**config.mk**
```make
export PLATFORM = sky130hd
export DESIGN_NAME = tcd_decode
export DESIGN_NICKNAME = d
export VERILOG_FILES = /design/src/tcd_pkg.sv /design/src/tcd_decode.sv
export SDC_FILE = /design/constraint.sdc
export NUM_CORES = 1
export LEC_CHECK = 0
export BUFFER_PORTS_ARGS = -buffer_cell sky130_fd_sc_hd__buf_2
export CORE_UTILIZATION = 40
export DETAILED_ROUTE_END_ITERATION = 12
export GPL_TIMING_DRIVEN = 1
export SLEW_MARGIN = 20
export SYNTH_ARGS = -nofsm -noshare
export SYNTH_HDL_FRONTEND = slang
export SYNTH_SLANG_ARGS = --single-unit
```
**constraint.sdc**
```tcl
create_clock -name ref_clk -period 4.14 [get_ports ref_clk]
set_input_delay 0.828 -clock ref_clk [delete_from_list [all_inputs] [get_ports ref_clk]]
set_output_delay 0.828 -clock ref_clk [all_outputs]
set_load 0.01 [all_outputs]
```
**src/tcd_pkg.sv**
```systemverilog
// Package for the translation control decode block
package tcd_pkg;
    // ---------------------------------------------------------------
    // Register map
    // ---------------------------------------------------------------
    localparam logic [3:0] TCD_OFF_CTRL = 4'h0;
    localparam logic [3:0] TCD_OFF_CFG = 4'h4;
    localparam logic [3:0] TCD_OFF_STAT = 4'h8;
    localparam logic [31:0] TCD_CTRL_RESET = 32'h0000_0000;
    localparam logic [31:0] TCD_CFG_RESET = 32'h0000_0000;
    // Bank configuration bit positions
    localparam int TCD_CFG_WIDE = 0;
    localparam int TCD_CFG_HYP = 1;
    localparam int TCD_CFG_MON = 2;
    localparam int TCD_CFG_SEC = 3;
    localparam int TCD_CFG_S2 = 4;
    localparam int TCD_CFG_STAGE1 = 5;
    localparam int TCD_CFG_W = 6;
    // Translation control field positions
    localparam int TCD_EAE_BIT = 31;
    localparam int TCD_NS1_BIT = 30;
    localparam int TCD_WO1_BIT = 23;
    localparam int TCD_ASEL_BIT = 22;
    localparam int TCD_NS0_BIT = 14;
    localparam int TCD_WO0_BIT = 7;
    localparam int TCD_SWO1_BIT = 5;
    localparam int TCD_SWO0_BIT = 4;
    localparam int TCD_SH1_LO = 28;
    localparam int TCD_OC1_LO = 26;
    localparam int TCD_IC1_LO = 24;
    localparam int TCD_SH0_LO = 12;
    localparam int TCD_OC0_LO = 10;
    localparam int TCD_IC0_LO = 8;
    localparam int TCD_G1_LO = 30;
    localparam int TCD_G0_LO = 14;
    localparam int TCD_SZ1_LO = 16;
    localparam int TCD_SZ0_LO = 0;
    localparam int TCD_SZL_W = 3;
    localparam int TCD_SZW_W = 6;
    // Long layout reserved bits 21:19, 15, 6:3 read as zero
    localparam logic [31:0] TCD_LONG_MASK = 32'hffc7_7f87;
    // Granule codes (normalised)
    localparam logic [1:0] TCD_GR_4K = 2'h0;
    localparam logic [1:0] TCD_GR_16K = 2'h1;
    localparam logic [1:0] TCD_GR_64K = 2'h2;
    // Region-one granule encoding
    localparam logic [1:0] TCD_G1_16K = 2'h1;
    localparam logic [1:0] TCD_G1_4K = 2'h2;
    localparam logic [1:0] TCD_G1_64K = 2'h3;
    // Region-zero granule encoding
    localparam logic [1:0] TCD_G0_4K = 2'h0;
    localparam logic [1:0] TCD_G0_64K = 2'h1;
    localparam logic [1:0] TCD_G0_16K = 2'h2;

    // Shareability decode
    typedef enum logic [1:0] {
        TCD_SH_NONE = 2'h0,
        TCD_SH_UNPRED = 2'h1,
        TCD_SH_OUTER = 2'h2,
        TCD_SH_INNER = 2'h3
    } tcd_share_e;

    // Cacheability decode
    typedef enum logic [1:0] {
        TCD_C_NC = 2'h0,
        TCD_C_WBWA = 2'h1,
        TCD_C_WT = 2'h2,
        TCD_C_WBNA = 2'h3
    } tcd_cache_e;

    // Walk attributes for one region
    typedef struct packed {
        logic walk_off;
        logic nonsecure;
        tcd_share_e share;
        tcd_cache_e outer;
        tcd_cache_e inner;
        logic [5:0] size_offset;
        logic [1:0] granule;
    } tcd_region_s;

    // Decoded controls seen by walker and TLB
    typedef struct packed {
        tcd_region_s region_zero;
        tcd_region_s region_one;
        logic asid_source_select;
        logic extended_address_enable;
        logic wide_address_select;
    } tcd_ctrl_s;

    // Bus access state
    typedef enum logic [2:0] {
        TCD_ST_IDLE = 3'b001,
        TCD_ST_ACK = 3'b010,
        TCD_ST_HOLD = 3'b100
    } tcd_bus_e;
endpackage : tcd_pkg

```
**src/tcd_decode.sv**
```systemverilog
// Translation control register and its decode for the walker and TLB
`timescale 1ns/100ps
// ---------------------------------------------------------------
// ---------------------------------------------------------------
module tcd_decode
    import tcd_pkg::*;
#(
    parameter logic [1:0] FALLBACK_GRANULE = TCD_GR_4K,
    parameter bit READ_CHOSEN = 1'b0
) (
    // Clock and reset
    input wire logic ref_clk,
    input wire logic rst,
    // Avalon-MM slave
    input wire logic [3:0] avs_address,
    input wire logic avs_read,
    input wire logic avs_write,
    input wire logic [31:0] avs_writedata,
    input wire logic [3:0] avs_byteenable,
    output logic [31:0] avs_readdata,
    output logic avs_waitrequest,
    output logic [1:0] avs_response,
    // Walk request from the TLB on a miss
    input wire logic miss_valid,
    input wire logic miss_region_one,
    output logic walk_start,
    output logic walk_fault,
    // Decoded controls
    output tcd_ctrl_s ctrl
);
    // ---------------------------------------------------------------
    // State
    // ---------------------------------------------------------------
    typedef struct packed {
        tcd_bus_e bus;
        logic [31:0] tcr;
        logic [TCD_CFG_W-1:0] cfg;
        logic [31:0] rdata;
        logic [1:0] resp;
        tcd_ctrl_s ctrl;
        logic walk_start;
        logic walk_fault;
    } tcd_state_s;

    tcd_state_s st;
    tcd_state_s next_st;

    function automatic logic [31:0] merge_bytes(input logic [31:0] old_v,
        input logic [31:0] new_v, input logic [3:0] be);
        logic [31:0] r;
        r = old_v;
        for (int i = 0; i < 4; i++) begin
            if (be[i]) begin
                r[i*8 +: 8] = new_v[i*8 +: 8];
            end
        end
        return r;
    endfunction

    // Reserved granule falls back to an implemented size
    function automatic logic [1:0] gran_one(input logic [1:0] code);
        unique case (code)
            TCD_G1_16K: return TCD_GR_16K;
            TCD_G1_4K: return TCD_GR_4K;
            TCD_G1_64K: return TCD_GR_64K;
            default: return FALLBACK_GRANULE;
        endcase
    endfunction

    function automatic logic [1:0] gran_zero(input logic [1:0] code);
        unique case (code)
            TCD_G0_4K: return TCD_GR_4K;
            TCD_G0_64K: return TCD_GR_64K;
            TCD_G0_16K: return TCD_GR_16K;
            default: return FALLBACK_GRANULE;
        endcase
    endfunction

    function automatic logic [1:0] enc_one(input logic [1:0] g);
        return (g == TCD_GR_16K) ? TCD_G1_16K : ((g == TCD_GR_64K) ? TCD_G1_64K : TCD_G1_4K);
    endfunction

    function automatic logic [1:0] enc_zero(input logic [1:0] g);
        return (g == TCD_GR_16K) ? TCD_G0_16K : ((g == TCD_GR_64K) ? TCD_G0_64K : TCD_G0_4K);
    endfunction

    // ---------------------------------------------------------------
    // Decode of the stored register, combinational
    // ---------------------------------------------------------------
    logic wide;
    logic eff_eae;
    logic hyp;
    logic mon;
    logic sec;
    logic s1_plain;
    tcd_ctrl_s dec;
    logic [31:0] tcr_view;

    always_comb begin
        wide = st.cfg[TCD_CFG_WIDE];
        hyp = st.cfg[TCD_CFG_HYP];
        mon = st.cfg[TCD_CFG_MON];
        sec = st.cfg[TCD_CFG_SEC];
        s1_plain = st.cfg[TCD_CFG_STAGE1] && !hyp && !mon;
        // Effective extension enable
        eff_eae = st.tcr[TCD_EAE_BIT] || st.cfg[TCD_CFG_S2] || wide || hyp;
        dec = '0;
        dec.wide_address_select = wide;
        dec.extended_address_enable = eff_eae;
        dec.asid_source_select = eff_eae && st.tcr[TCD_ASEL_BIT];
        // Hypervisor banks have one region; walk-off bits are ignored there
        if (eff_eae && !hyp) begin
            dec.region_one.walk_off = st.tcr[TCD_WO1_BIT];
            dec.region_zero.walk_off = st.tcr[TCD_WO0_BIT];
        end else if (!eff_eae) begin
            dec.region_one.walk_off = st.tcr[TCD_SWO1_BIT];
            dec.region_zero.walk_off = st.tcr[TCD_SWO0_BIT];
        end
        // Non-secure walk attribute only honoured in secure banks
        dec.region_zero.nonsecure = sec && st.tcr[TCD_NS0_BIT];
        dec.region_one.nonsecure = sec && !wide && st.tcr[TCD_NS1_BIT];
        if (eff_eae) begin
            dec.region_zero.share = tcd_share_e'(st.tcr[TCD_SH0_LO +: 2]);
            dec.region_zero.outer = tcd_cache_e'(st.tcr[TCD_OC0_LO +: 2]);
            dec.region_zero.inner = tcd_cache_e'(st.tcr[TCD_IC0_LO +: 2]);
            dec.region_one.share = tcd_share_e'(st.tcr[TCD_SH1_LO +: 2]);
            dec.region_one.outer = tcd_cache_e'(st.tcr[TCD_OC1_LO +: 2]);
            dec.region_one.inner = tcd_cache_e'(st.tcr[TCD_IC1_LO +: 2]);
        end
        if (wide) begin
            dec.region_one.size_offset = st.tcr[TCD_SZ1_LO +: TCD_SZW_W];
            dec.region_zero.size_offset = st.tcr[TCD_SZ0_LO +: TCD_SZW_W];
            dec.region_zero.granule = gran_zero(st.tcr[TCD_G0_LO +: 2]);
            dec.region_one.granule = s1_plain ? gran_one(st.tcr[TCD_G1_LO +: 2])
                : FALLBACK_GRANULE;
        end else begin
            dec.region_one.size_offset = {3'h0, st.tcr[TCD_SZ1_LO +: TCD_SZL_W]};
            dec.region_zero.size_offset = {3'h0, st.tcr[TCD_SZ0_LO +: TCD_SZL_W]};
            dec.region_zero.granule = TCD_GR_4K;
            dec.region_one.granule = TCD_GR_4K;
        end
        // Readback view; long layout reserved bits read zero
        tcr_view = st.tcr;
        if (!wide && eff_eae) begin
            tcr_view = st.tcr & TCD_LONG_MASK;
        end
        if (wide && READ_CHOSEN) begin
            tcr_view[TCD_G0_LO +: 2] = enc_zero(dec.region_zero.granule);
            if (s1_plain) begin
                tcr_view[TCD_G1_LO +: 2] = enc_one(dec.region_one.granule);
            end
        end
    end

    // ---------------------------------------------------------------
    // Bus access and walk gating
    // ---------------------------------------------------------------
    logic bus_req;
    logic [31:0] cfg_merged;

    always_comb begin
        next_st = st;
        bus_req = avs_read || avs_write;
        cfg_merged = merge_bytes({{(32-TCD_CFG_W){1'b0}}, st.cfg}, avs_writedata,
            avs_byteenable);
        next_st.walk_start = 1'b0;
        next_st.walk_fault = 1'b0;
        // Controls track the register one cycle late, so a write reaches ctrl one cycle after it reaches the register
        next_st.ctrl = dec;
        unique case (st.bus)
            TCD_ST_IDLE: begin
                if (bus_req) begin
                    next_st.bus = TCD_ST_ACK;
                    next_st.resp = 2'h0;
                    next_st.rdata = 32'h0;
                    if (avs_write) begin
                        // Only the response is fixed here; the data lands in ACK
                        if (avs_address != TCD_OFF_CTRL && avs_address != TCD_OFF_CFG
                                && avs_address != TCD_OFF_STAT) begin
                            next_st.resp = 2'h3;
                        end
                    end else begin
                        unique case (avs_address)
                            TCD_OFF_CTRL: next_st.rdata = tcr_view;
                            TCD_OFF_CFG: next_st.rdata = {{(32-TCD_CFG_W){1'b0}}, st.cfg};
                            TCD_OFF_STAT: next_st.rdata = {29'h0, eff_eae,
                                st.ctrl.region_one.walk_off, st.ctrl.region_zero.walk_off};
                            default: next_st.resp = 2'h3;
                        endcase
                    end
                end
            end
            // Write lands at the edge that sees waitrequest low, never earlier
            TCD_ST_ACK: begin
                next_st.bus = TCD_ST_HOLD;
                if (avs_write && avs_address == TCD_OFF_CTRL) begin
                    next_st.tcr = merge_bytes(st.tcr, avs_writedata, avs_byteenable);
                end else if (avs_write && avs_address == TCD_OFF_CFG) begin
                    next_st.cfg = cfg_merged[TCD_CFG_W-1:0];
                end
            end
            TCD_ST_HOLD: next_st.bus = TCD_ST_IDLE;
            default: next_st.bus = TCD_ST_IDLE;
        endcase
        // Miss handling: walk or immediate level-1 section fault
        if (miss_valid) begin
            if (miss_region_one ? st.ctrl.region_one.walk_off
                    : st.ctrl.region_zero.walk_off) begin
                next_st.walk_fault = 1'b1;
            end else begin
                next_st.walk_start = 1'b1;
            end
        end
    end

    always_ff @(posedge ref_clk) begin
        if (rst) begin
            st <= '{bus: TCD_ST_IDLE, tcr: TCD_CTRL_RESET, cfg: '0, rdata: '0,
                resp: '0, ctrl: '0, walk_start: 1'b0, walk_fault: 1'b0};
        end else begin
            st <= next_st;
        end
    end

    // Waitrequest drops in the ACK cycle: three cycles per access, counting the HOLD turnaround
    assign avs_waitrequest = (st.bus != TCD_ST_ACK);
    assign avs_readdata = st.rdata;
    assign avs_response = st.resp;
    assign walk_start = st.walk_start;
    assign walk_fault = st.walk_fault;
    assign ctrl = st.ctrl;

    // ---------------------------------------------------------------
    // Assertions
    // ---------------------------------------------------------------
    property p_fault_one;
        @(posedge ref_clk) disable iff (rst)
        miss_valid && miss_region_one && ctrl.region_one.walk_off |=> walk_fault && !walk_start;
    endproperty
    a_fault_one: assert property (p_fault_one) else $error("region one walk not blocked");

    property p_walk_zero;
        @(posedge ref_clk) disable iff (rst)
        miss_valid && !miss_region_one |=> walk_fault == $past(ctrl.region_zero.walk_off);
    endproperty
    a_walk_zero: assert property (p_walk_zero) else $error("region zero walk gate wrong");

    property p_hyp_nowalkoff;
        @(posedge ref_clk) disable iff (rst)
        st.cfg[TCD_CFG_HYP] |=> !ctrl.region_zero.walk_off && !ctrl.region_one.walk_off;
    endproperty
    a_hyp_nowalkoff: assert property (p_hyp_nowalkoff) else $error("hyp walk-off set");

    property p_asid;
        @(posedge ref_clk) disable iff (rst)
        (st.tcr[TCD_EAE_BIT] || st.cfg[TCD_CFG_WIDE])
        |=> ctrl.asid_source_select == $past(st.tcr[TCD_ASEL_BIT]);
    endproperty
    a_asid: assert property (p_asid) else $error("asid select mismatch");

    property p_ns;
        @(posedge ref_clk) disable iff (rst)
        !st.cfg[TCD_CFG_SEC] |=> !ctrl.region_zero.nonsecure;
    endproperty
    a_ns: assert property (p_ns) else $error("nonsecure outside secure bank");

    property p_size_wide;
        @(posedge ref_clk) disable iff (rst)
        wide |=> ctrl.region_one.size_offset == $past(st.tcr[21:16]);
    endproperty
    a_size_wide: assert property (p_size_wide) else $error("wide size offset wrong");

    property p_eae;
        @(posedge ref_clk) disable iff (rst)
        (wide || hyp) |=> ctrl.extended_address_enable;
    endproperty
    a_eae: assert property (p_eae) else $error("effective extension missing");

    property p_write_lat;
        @(posedge ref_clk) disable iff (rst)
        avs_write && !avs_waitrequest && avs_address == TCD_OFF_CTRL && avs_byteenable == 4'hf
        |=> st.tcr == $past(avs_writedata);
    endproperty
    a_write_lat: assert property (p_write_lat) else $error("write lost");

    property p_share_zero;
        @(posedge ref_clk) disable iff (rst)
        eff_eae |=> ctrl.region_zero.share == $past(st.tcr[13:12]);
    endproperty
    a_share_zero: assert property (p_share_zero) else $error("share decode wrong");
endmodule // tcd_decode

```
After elaboration in Yosys (flattened, before gate mapping)
Cells that the tools add are included.
{ "totals": {"register_bits": 112, "latchBits": 0, "mem_bits_rw": 0, "mem_bits_ro": 0, "output_inout_bits": 72, "word_cells": 95, "mem_count": 0} }
{ "op_classes": {"n_addsub": 0, "n_mul": 0, "div": 0, "magnitude_cmp": 0, "n_eq_ne": 12, "shifts": 0, "n_mux": 17, "n_bitwise": 5, "reduce_logical": 32} }
{ "op_table": {"columns": ["cell", "n"], "rows": [
  ["32-bit case mux with 3 select lines", 1],
  ["32-bit two-way mux", 1],
  ["22-bit two-way mux", 1],
  ["1-bit logical AND", 12],
  ["3-bit AND reduction", 4],
  ["2-bit case mux with 2 select lines", 2],
  ["1-bit two-way mux", 7],
  ["2-bit two-way mux", 3],
  ["3-bit case mux with 2 select lines", 1],
  ["2-bit OR reduction", 3],
  ["3-bit OR reduction", 2],
  ["1-bit inverter", 5],
  ["2-bit by 1-bit equality test with 1-bit output (second input constant)", 2],
  ["2-bit equality test (second input constant)", 2],
  ["4-bit by 3-bit equality test with 1-bit output (second input constant)", 1],
  ["4-bit equality test (second input constant)", 1],
  ["4-bit zero test", 1],
  ["1-bit logical OR", 4],
  ["4-bit by 3-bit inequality test with 1-bit output (second input constant)", 1],
  ["4-bit inequality test (second input constant)", 1],
  ["4-bit AND reduction", 1],
  ["4-bit nonzero test", 1],
  ["3-bit by 1-bit equality test with 1-bit output (second input constant)", 1],
  ["3-bit by 2-bit equality test with 1-bit output (second input constant)", 1],
  ["5 further kinds", 7]
]} }

Logic depth before layout (Yosys ltp)
Gate-level depths: netlist of run 1.
{ "logic_depth": {"word_depth": 7, "ltp_mapped": 6, "mapped_depth_nobuf": 4} }

Worst setup path after synthesis of run 1
No wires, ideal clock.
{ "synth_timing": {"path_type": "input to register", "startpoint": "input port avs_address[2]", "endpoint": "register st (netlist bit dec[0])", "setup_ns": 0.128, "arrival_time_ns": 1.892, "t_required_ns": 4.012, "slack_ns": 2.121, "cell_stages": 5, "n_path_buf": 1, "cell_sequence": "buf_2 nor4b_2 nand3_1 mux2i_1 nor2_1"} }
{ "synth_between": {"elab_chain_len": 4, "elab_cells_between_ends": 6, "cone_classes": "eq/ne: 1; bitwise: 1; reduce/logical: 4"} }
{ "synth_lines": {"columns": ["item", "line_no", "source"], "rows": [
  ["from (decl)", "tcd_decode.sv:15", "input wire logic [3:0] avs_address,"],
  ["4-bit zero test", "tcd_decode.sv:196", "if (avs_write && avs_address == TCD_OFF_CTRL) begin"],
  ["1-bit logical AND", "tcd_decode.sv:196", null],
  ["1-bit inverter (no source line)", null, null],
  ["4-bit AND reduction (no source line) (*)", null, null],
  ["to (signal assigned)", "tcd_decode.sv:218", "st <= '{bus: TCD_ST_IDLE, tcr: TCD_CTRL_RESET, cfg: '0, rdata: '0,"],
  ["to (signal assigned)", "tcd_decode.sv:221", "st <= next_st;"],
  ["to (decl)", "tcd_decode.sv:45", "tcd_state_s st;"]
]} }
Mark *: on every way between the ends. The rest lies on a longest branch, timed or not.
A chain may end at the register's enable or synchronous reset.

Worst setup path after layout of run 1
{ "layout_timing": {"startpoint": "input port avs_address[1]", "endpoint": "register st (netlist bit avs_readdata[15])"} }
{ "layout_between": {"elab_chain_len": 3, "elab_cells_between_ends": 5, "cone_classes": "eq/ne: 2; mux: 2; reduce/logical: 1"} }
{ "layout_lines": {"columns": ["item", "line_no", "source"], "rows": [
  ["4-bit equality test (tied with other cells)", "tcd_decode.sv:183", "unique case (avs_address)"],
  ["32-bit case mux with 3 select lines (*)", "tcd_decode.sv:183", null],
  ["32-bit two-way mux (*)", "tcd_decode.sv:176", "if (avs_write) begin"]
]} }
Marked as above.

==> results.md, run 1 <==
* Clock-pin slew on the worst setup and hold paths at 100 ps
* Drt pass-1 iters at 4
* CTS tree: built
* Max VDD drop at 0.000152 V
* RSZ-0062 raised after global routing: false
* Routing usage on met3 at 0.0437
* Max_cap viols at 0
* Vias at 2,837
* Hold Vio Cnt, Final at 0
* PostCTS Resize Cnt at 0
* FP Rows at 37
* Fin crit period at 2500 ps
* DRT iter0 DRCs at 100
* Mapped Avg Cell Area at 9.87 um^2
* All-layer global routing usage at 0.168
* I/O pin count at 118
* Grt peak-use layer: met2
* CP Data Arrival Time at 2820 ps
* Post-CTS setup buffer count at 0
* Core area at 10,300 um^2
* Vias per cell at 4.64
* Cell Pwr Density at 383 nW/um^2
* Slew headroom at 0.320
* Max Slew Vio Count at 0
* Tightest Hold Check Type: reg -> reg
* Largest net degree at the start of global routing at 57
* Die Y-Extent at 105 um
* Met2 usage at 0.271
* Post-Route WL at 8.76 mm
* Worst reg-to-reg setup slack at 1980 ps
* DIE AREA at 11,000 um^2
* Met1 usage at 0.217
* CTS Buf Count at 9
* Layout cells sized above 1 at 0.299
* Worst-case clock skew at 11.0 ps
* CTS max path bufs at 2
* Status: finished clean
* Port bufs at 117
* Grt ovf at 0
* Leak at 2.08 nW
* Cell area after synthesis at 4230 um^2
* DP Wirelength at 6.22 mm
* Period utilization at 0.605
* Die W at 105 um
* DRT antenna net count at 0
* CP Class: in -> reg
* Mapped Cells at 428
* Routability Congestion at 0.757
* Hold-fix buffers, CTS at 0
* Clock root buffer: clkbuf_8
* Number of H-tree levels at 3
* ANT cells at 0
* First-pass GRT wire length at 14.1 mm
* Nets@finish at 516
* Fin area at 4570 um^2
* Initial antenna violation count at 0
* Register area share after synthesis at 0.526
* WL/cell at 14.3 um
* Fmax at 399 MHz
* Critical Path Start Type: primary input
* Yosys warns at 0
* Unique cell type count in the Yosys netlist at 34
* TNS Setup at 0 ps
* Setup violators final at 0
* Area grow syn2layout at 8.20%
* DRC viols at 0
* Vias in the first global route at 2,709
* Post-synthesis net count at 474
* Placed inst area at 4400 um^2
* Worst-Margin Slew at 1020 ps
* CP endpoint kind: register
* Clk Latency, worst-skew pair at 370 ps
* Crit path max fanout at 22
* Seq cells post-synth at 111
* CP required at 4450 ps
* Starting Density at 0.411
* TritonCTS Sinks at 111
## power by group
group,internal (mW),switching (mW)
Combinational,0.0305,0.0504
Sequential,1.07,0.00381
Clock,0.226,0.366
## area by class of cell
type                       count  area (um^2)
sequential                   111         2220
fill                        1063         5710
multi-input combinational    228         1400
clock buffer                  11          131
clock inverter                 5         43.8
tap                          136          170
timing repair buffer         120          608
## worst max-delay path, cell delays in order
cell and delay (ps):
buf_2 130, nor4_4 520, nor3b_4 930, o21a_4 280
a22o_1 130
## synthesized netlist by cell type
library cell | instances | area share
nor4bb_1 | 2 | 0.0047
a22o_1 | 29 | 0.060
and3b_1 | 4 | 0.0083
nand3_1 | 6 | 0.0071
nor3_1 | 4 | 0.0047
o211a_1 | 1 | 0.0024
a21o_1 | 3 | 0.0053
buf_4 | 69 | 0.12
or3b_2 | 1 | 0.0021
buf_6 | 2 | 0.0053
or2_2 | 1 | 0.0015
a21oi_1 | 33 | 0.039
nor3b_1 | 2 | 0.0036
nor3_2 | 1 | 0.0024
nor3b_4 | 1 | 0.0044
nor4b_1 | 1 | 0.0021
nor4_4 | 1 | 0.0050
mux2i_1 | 13 | 0.031
nor2_1 | 13 | 0.012
nor4b_2 | 1 | 0.0036
nor4_1 | 2 | 0.0030
o21a_4 | 1 | 0.0036
nor2b_1 | 8 | 0.012
nand2b_1 | 1 | 0.0015
and2_1 | 19 | 0.028
buf_2 | 8 | 0.0095
and3_1 | 4 | 0.0059
a32o_1 | 3 | 0.0071
a211o_1 | 1 | 0.0021
or3b_1 | 1 | 0.0021
clkbuf_1 | 10 | 0.0089
o21ai_0 | 3 | 0.0036
nand2_1 | 68 | 0.060
dfxtp_1 | 111 | 0.53
## per-layer routing
layer,wire [um],vias to the layer above,share of wire
met2,4190,69,0.48
met3,381,6,0.043
met1,4100,1304,0.47
met5,0,-,0
met4,94,0,0.011
li1,-,1458,-
## state kept, by name, indices dropped and copies added, names as in the netlist
signal and count:
avs_response 1, walk_start 1, st 37, hyp 1, dec 1, ctrl 35
walk_fault 1, avs_readdata 32, mon 1, sec 1
## cell usage in the layout (no fill, tap or decap), types with 6 or more instances in the layout
cell / n
dfxtp_1: 111
clkbuf_8: 9
buf_2: 117
and2_1: 19
nor2_1: 13
a22o_1: 29
a21oi_1: 32
mux2i_1: 13
nand2_1: 68
nor2b_1: 8
nand3_1: 6
## worst paths after layout
check | startpoint | end | cells after the start
worst max-delay path | avs_address[1] | avs_readdata[15] | 5
worst min-delay path | st[89] | st[89] | 2
worst max register to register | st[109] | avs_readdata[15] | 4
worst min register to register | st[89] | st[89] | 2
## through the flow
stage | setup slack (ps) | std cells | hold WS, ps | util | total power [mW]
global route | 1410 | 611 | 494 | 0.445 | 1.84
CTS | 1630 | 611 | 471 | 0.445 | 1.77
floorplan | 2120 | 428 | 436 | - | 1.14
global placement | 1330 | 595 | 453 | 0.428 | 1.18
detailed placement | 1220 | 595 | 457 | 0.428 | 1.18
finish | 1640 | 611 | 467 | 0.445 | 1.75
## kinds of logic (layout without fill, tap and decap cells)
logic type	after synthesis	in the layout	synth area share
compound gates	74	74	0.123
buf+inv	89	136	0.146
simple gates	141	141	0.174
flops	111	111	0.526
mux	13	13	0.0308
No activity file was read; power rests on OpenSTA's default activity.
==> run 2: changes to the inputs <==
- PLACE_DENSITY: default -> 0.66
- clock period: 4.14 -> 2.1 ns (I/O delays scaled with it)
==> results.md, run 2 (same netlist as run 1, synthesis figures left out) <==
* Status: finished clean
* Part of the power in combinational logic at 0.048 (+0.002)
* Switching pwr at 824 uW (+96%)
* Number of H-tree levels at 3 (unchanged)
* Die Y-Extent at 105 um (unchanged)
* CP endpoint kind: register
* Largest net degree at the start of global routing at 39 (-32%)
* CTS Buf Count at 9 (unchanged)
* TNS Setup at 0 ps (unchanged)
* Top reg by flops: st
* I/O pin count at 118 (unchanged)
* Critical Path Start Type: register
* Cell Pwr Density at 789 nW/um^2 (+110%)
* DRT iter0 DRCs at 74 (-26%)
* CTS max path bufs at 2 (unchanged)
* Setup violators final at 0 (unchanged)
* Worst setup margin at 514 ps (-1120 ps)
* Crit path max fanout at 9 (-59%)
* DRT antenna net count at 0 (unchanged)
* Worst-Margin Slew at 821 ps (-198 ps)
* Clock root buffer: clkbuf_8
* Sequential share of power at 0.575 (-0.040)
* Drt pass-1 iters at 4 (unchanged)
* Place WS at 237 ps (-987 ps)
* Max VDD drop at 0.000492 V (+220%)
* Clock share of power at 0.377 (+0.038)
* Clk Latency, worst-skew pair at 360 ps (about the same)
* PostCTS Resize Cnt at 0 (unchanged)
* Crit path max-delay family: simple AND/OR/NAND/NOR gates
* Slew headroom at 0.451 (+0.130)
* CP Data Arrival Time at 1830 ps (-990 ps)
* Critical-path cell list: nor4bb_1 > buf_4 > nand3_1 > mux2i_1 > nor2_1
* Grt ovf at 0 (unchanged)
* Vias in the first global route at 2,782 (+2.7%)
* CTS tree: built
* Max reg flops at 37 (unchanged)
* CP required at 2340 ps (-2110 ps)
* Most frequent cells in the layout: buf_2 (117), dfxtp_1 (111), nand2_1 (68)
* Initial antenna violation count at 0 (unchanged)
* FP Rows at 37 (unchanged)
* ANT cells at 0 (unchanged)
* First-pass GRT wire length at 14.1 mm (unchanged)
* Buffers plus inverters on the worst setup path at 1 (unchanged)
* TritonCTS Sinks at 111 (unchanged)
* All-layer global routing usage at 0.166 (-0.00276)
* Max_cap viols at 0 (unchanged)
* Clock-pin slew on the worst setup and hold paths at 110 ps (about the same)
* Post-Route WL at 8.81 mm (+0.55%)
* Period utilization at 0.755
* Nets@finish at 522 (+1.2%)
* Vias per cell at 4.71 (+1.3%)
* Net Sw Frac at 0.223 (-0.0171)
* Layout cells sized above 1 at 0.310 (+0.0108)
* Area grow syn2layout at 10.6%
* DRC viols at 0 (unchanged)
* DIE AREA at 11,000 um^2 (unchanged)
* Hold-fix buffers, CTS at 0 (unchanged)
* Worst path max stage delay at 380 ps (-550 ps)
* CP Class: reg -> reg
* Hold Vio Cnt, Final at 0 (unchanged)
* Core area at 10,300 um^2 (unchanged)
* Port bufs at 117 (unchanged)
* Tightest Hold Check Type: in -> reg
* Fin crit period at 1590 ps
* Slowest CP cell: dfxtp_1
* Worst-case clock skew at 19.1 ps (+8.07 ps)
* Post-CTS setup buffer count at 0 (unchanged)
* WL/cell at 14.3 um (-0.43%)
* Placed insts at 601 (+1.0%)
* Fmax at 630 MHz
* Hold_ws at 281 ps (-186 ps)
* Leak at 2.14 nW (+2.9%)
* Vias at 2,903 (+2.3%)
* RSZ-0062 raised after global routing: false
* Final Non-Filler Cells at 617 (+0.98%)
* Max Slew Vio Count at 0 (unchanged)
* Most common cell after layout, fill and taps aside: buf_2
* Die W at 105 um (unchanged)
* DP Wirelength at 6.52 mm (+4.8%)
* Routability Congestion at 0.761 (+0.53%)
* Int Pwr at 2.86 mW (+120%)
* Starting Density at 0.411 (unchanged)
-- run 2: worst paths after layout --
kind	from	to	slack, ps	depth (start not counted)
min	avs_writedata[7]	st[84]	280	3
min reg2reg	st[83]	st[83]	470	2
max	st[110]	sec	510	5
max reg2reg	st[110]	sec	510	5
-- run 2: layout make-up --
class                      instances  area, um^2
clock buffer                      10         128
clock inverter                     6        90.1
fill                            1023        5610
multi-input combinational        228        1400
sequential                       111        2220
tap                              136         170
timing repair buffer             126         666
-- run 2: routing by layer --
metal	track usage	vias up	wire length, um
met4	0.0543	0	82
met5	0	-	0
met3	0.0368	7	423
met2	0.268	83	4170
met1	0.218	1341	4140
li1	-	1472	-
-- run 2: worst min-delay path: stages --
cell,delay (ps)
buf_2,90
nand2_1,50
a21oi_1,50
-- run 2: per-stage QoR --
stage          cell area [um^2]  utilization  total power [mW]
6_report                   4670        0.455              3.69
5_1_grt                    4670        0.455              3.84
4_1_cts                    4670        0.455              3.72
3_5_place_dp               4450        0.433              2.35
3_3_place_gp               4450        0.433              2.34
2_1_floorplan              4230            -              2.26
-- run 2: power by group through the flow --
stage | sequential (mW) | combinational [mW] | clock (mW)
4_1_cts | 2.12 | 0.179 | 1.42
5_1_grt | 2.12 | 0.193 | 1.52
2_1_floorplan | 2.17 | 0.0884 | 0
6_report | 2.12 | 0.177 | 1.39
3_3_place_gp | 2.17 | 0.176 | 0
3_5_place_dp | 2.17 | 0.179 | 0
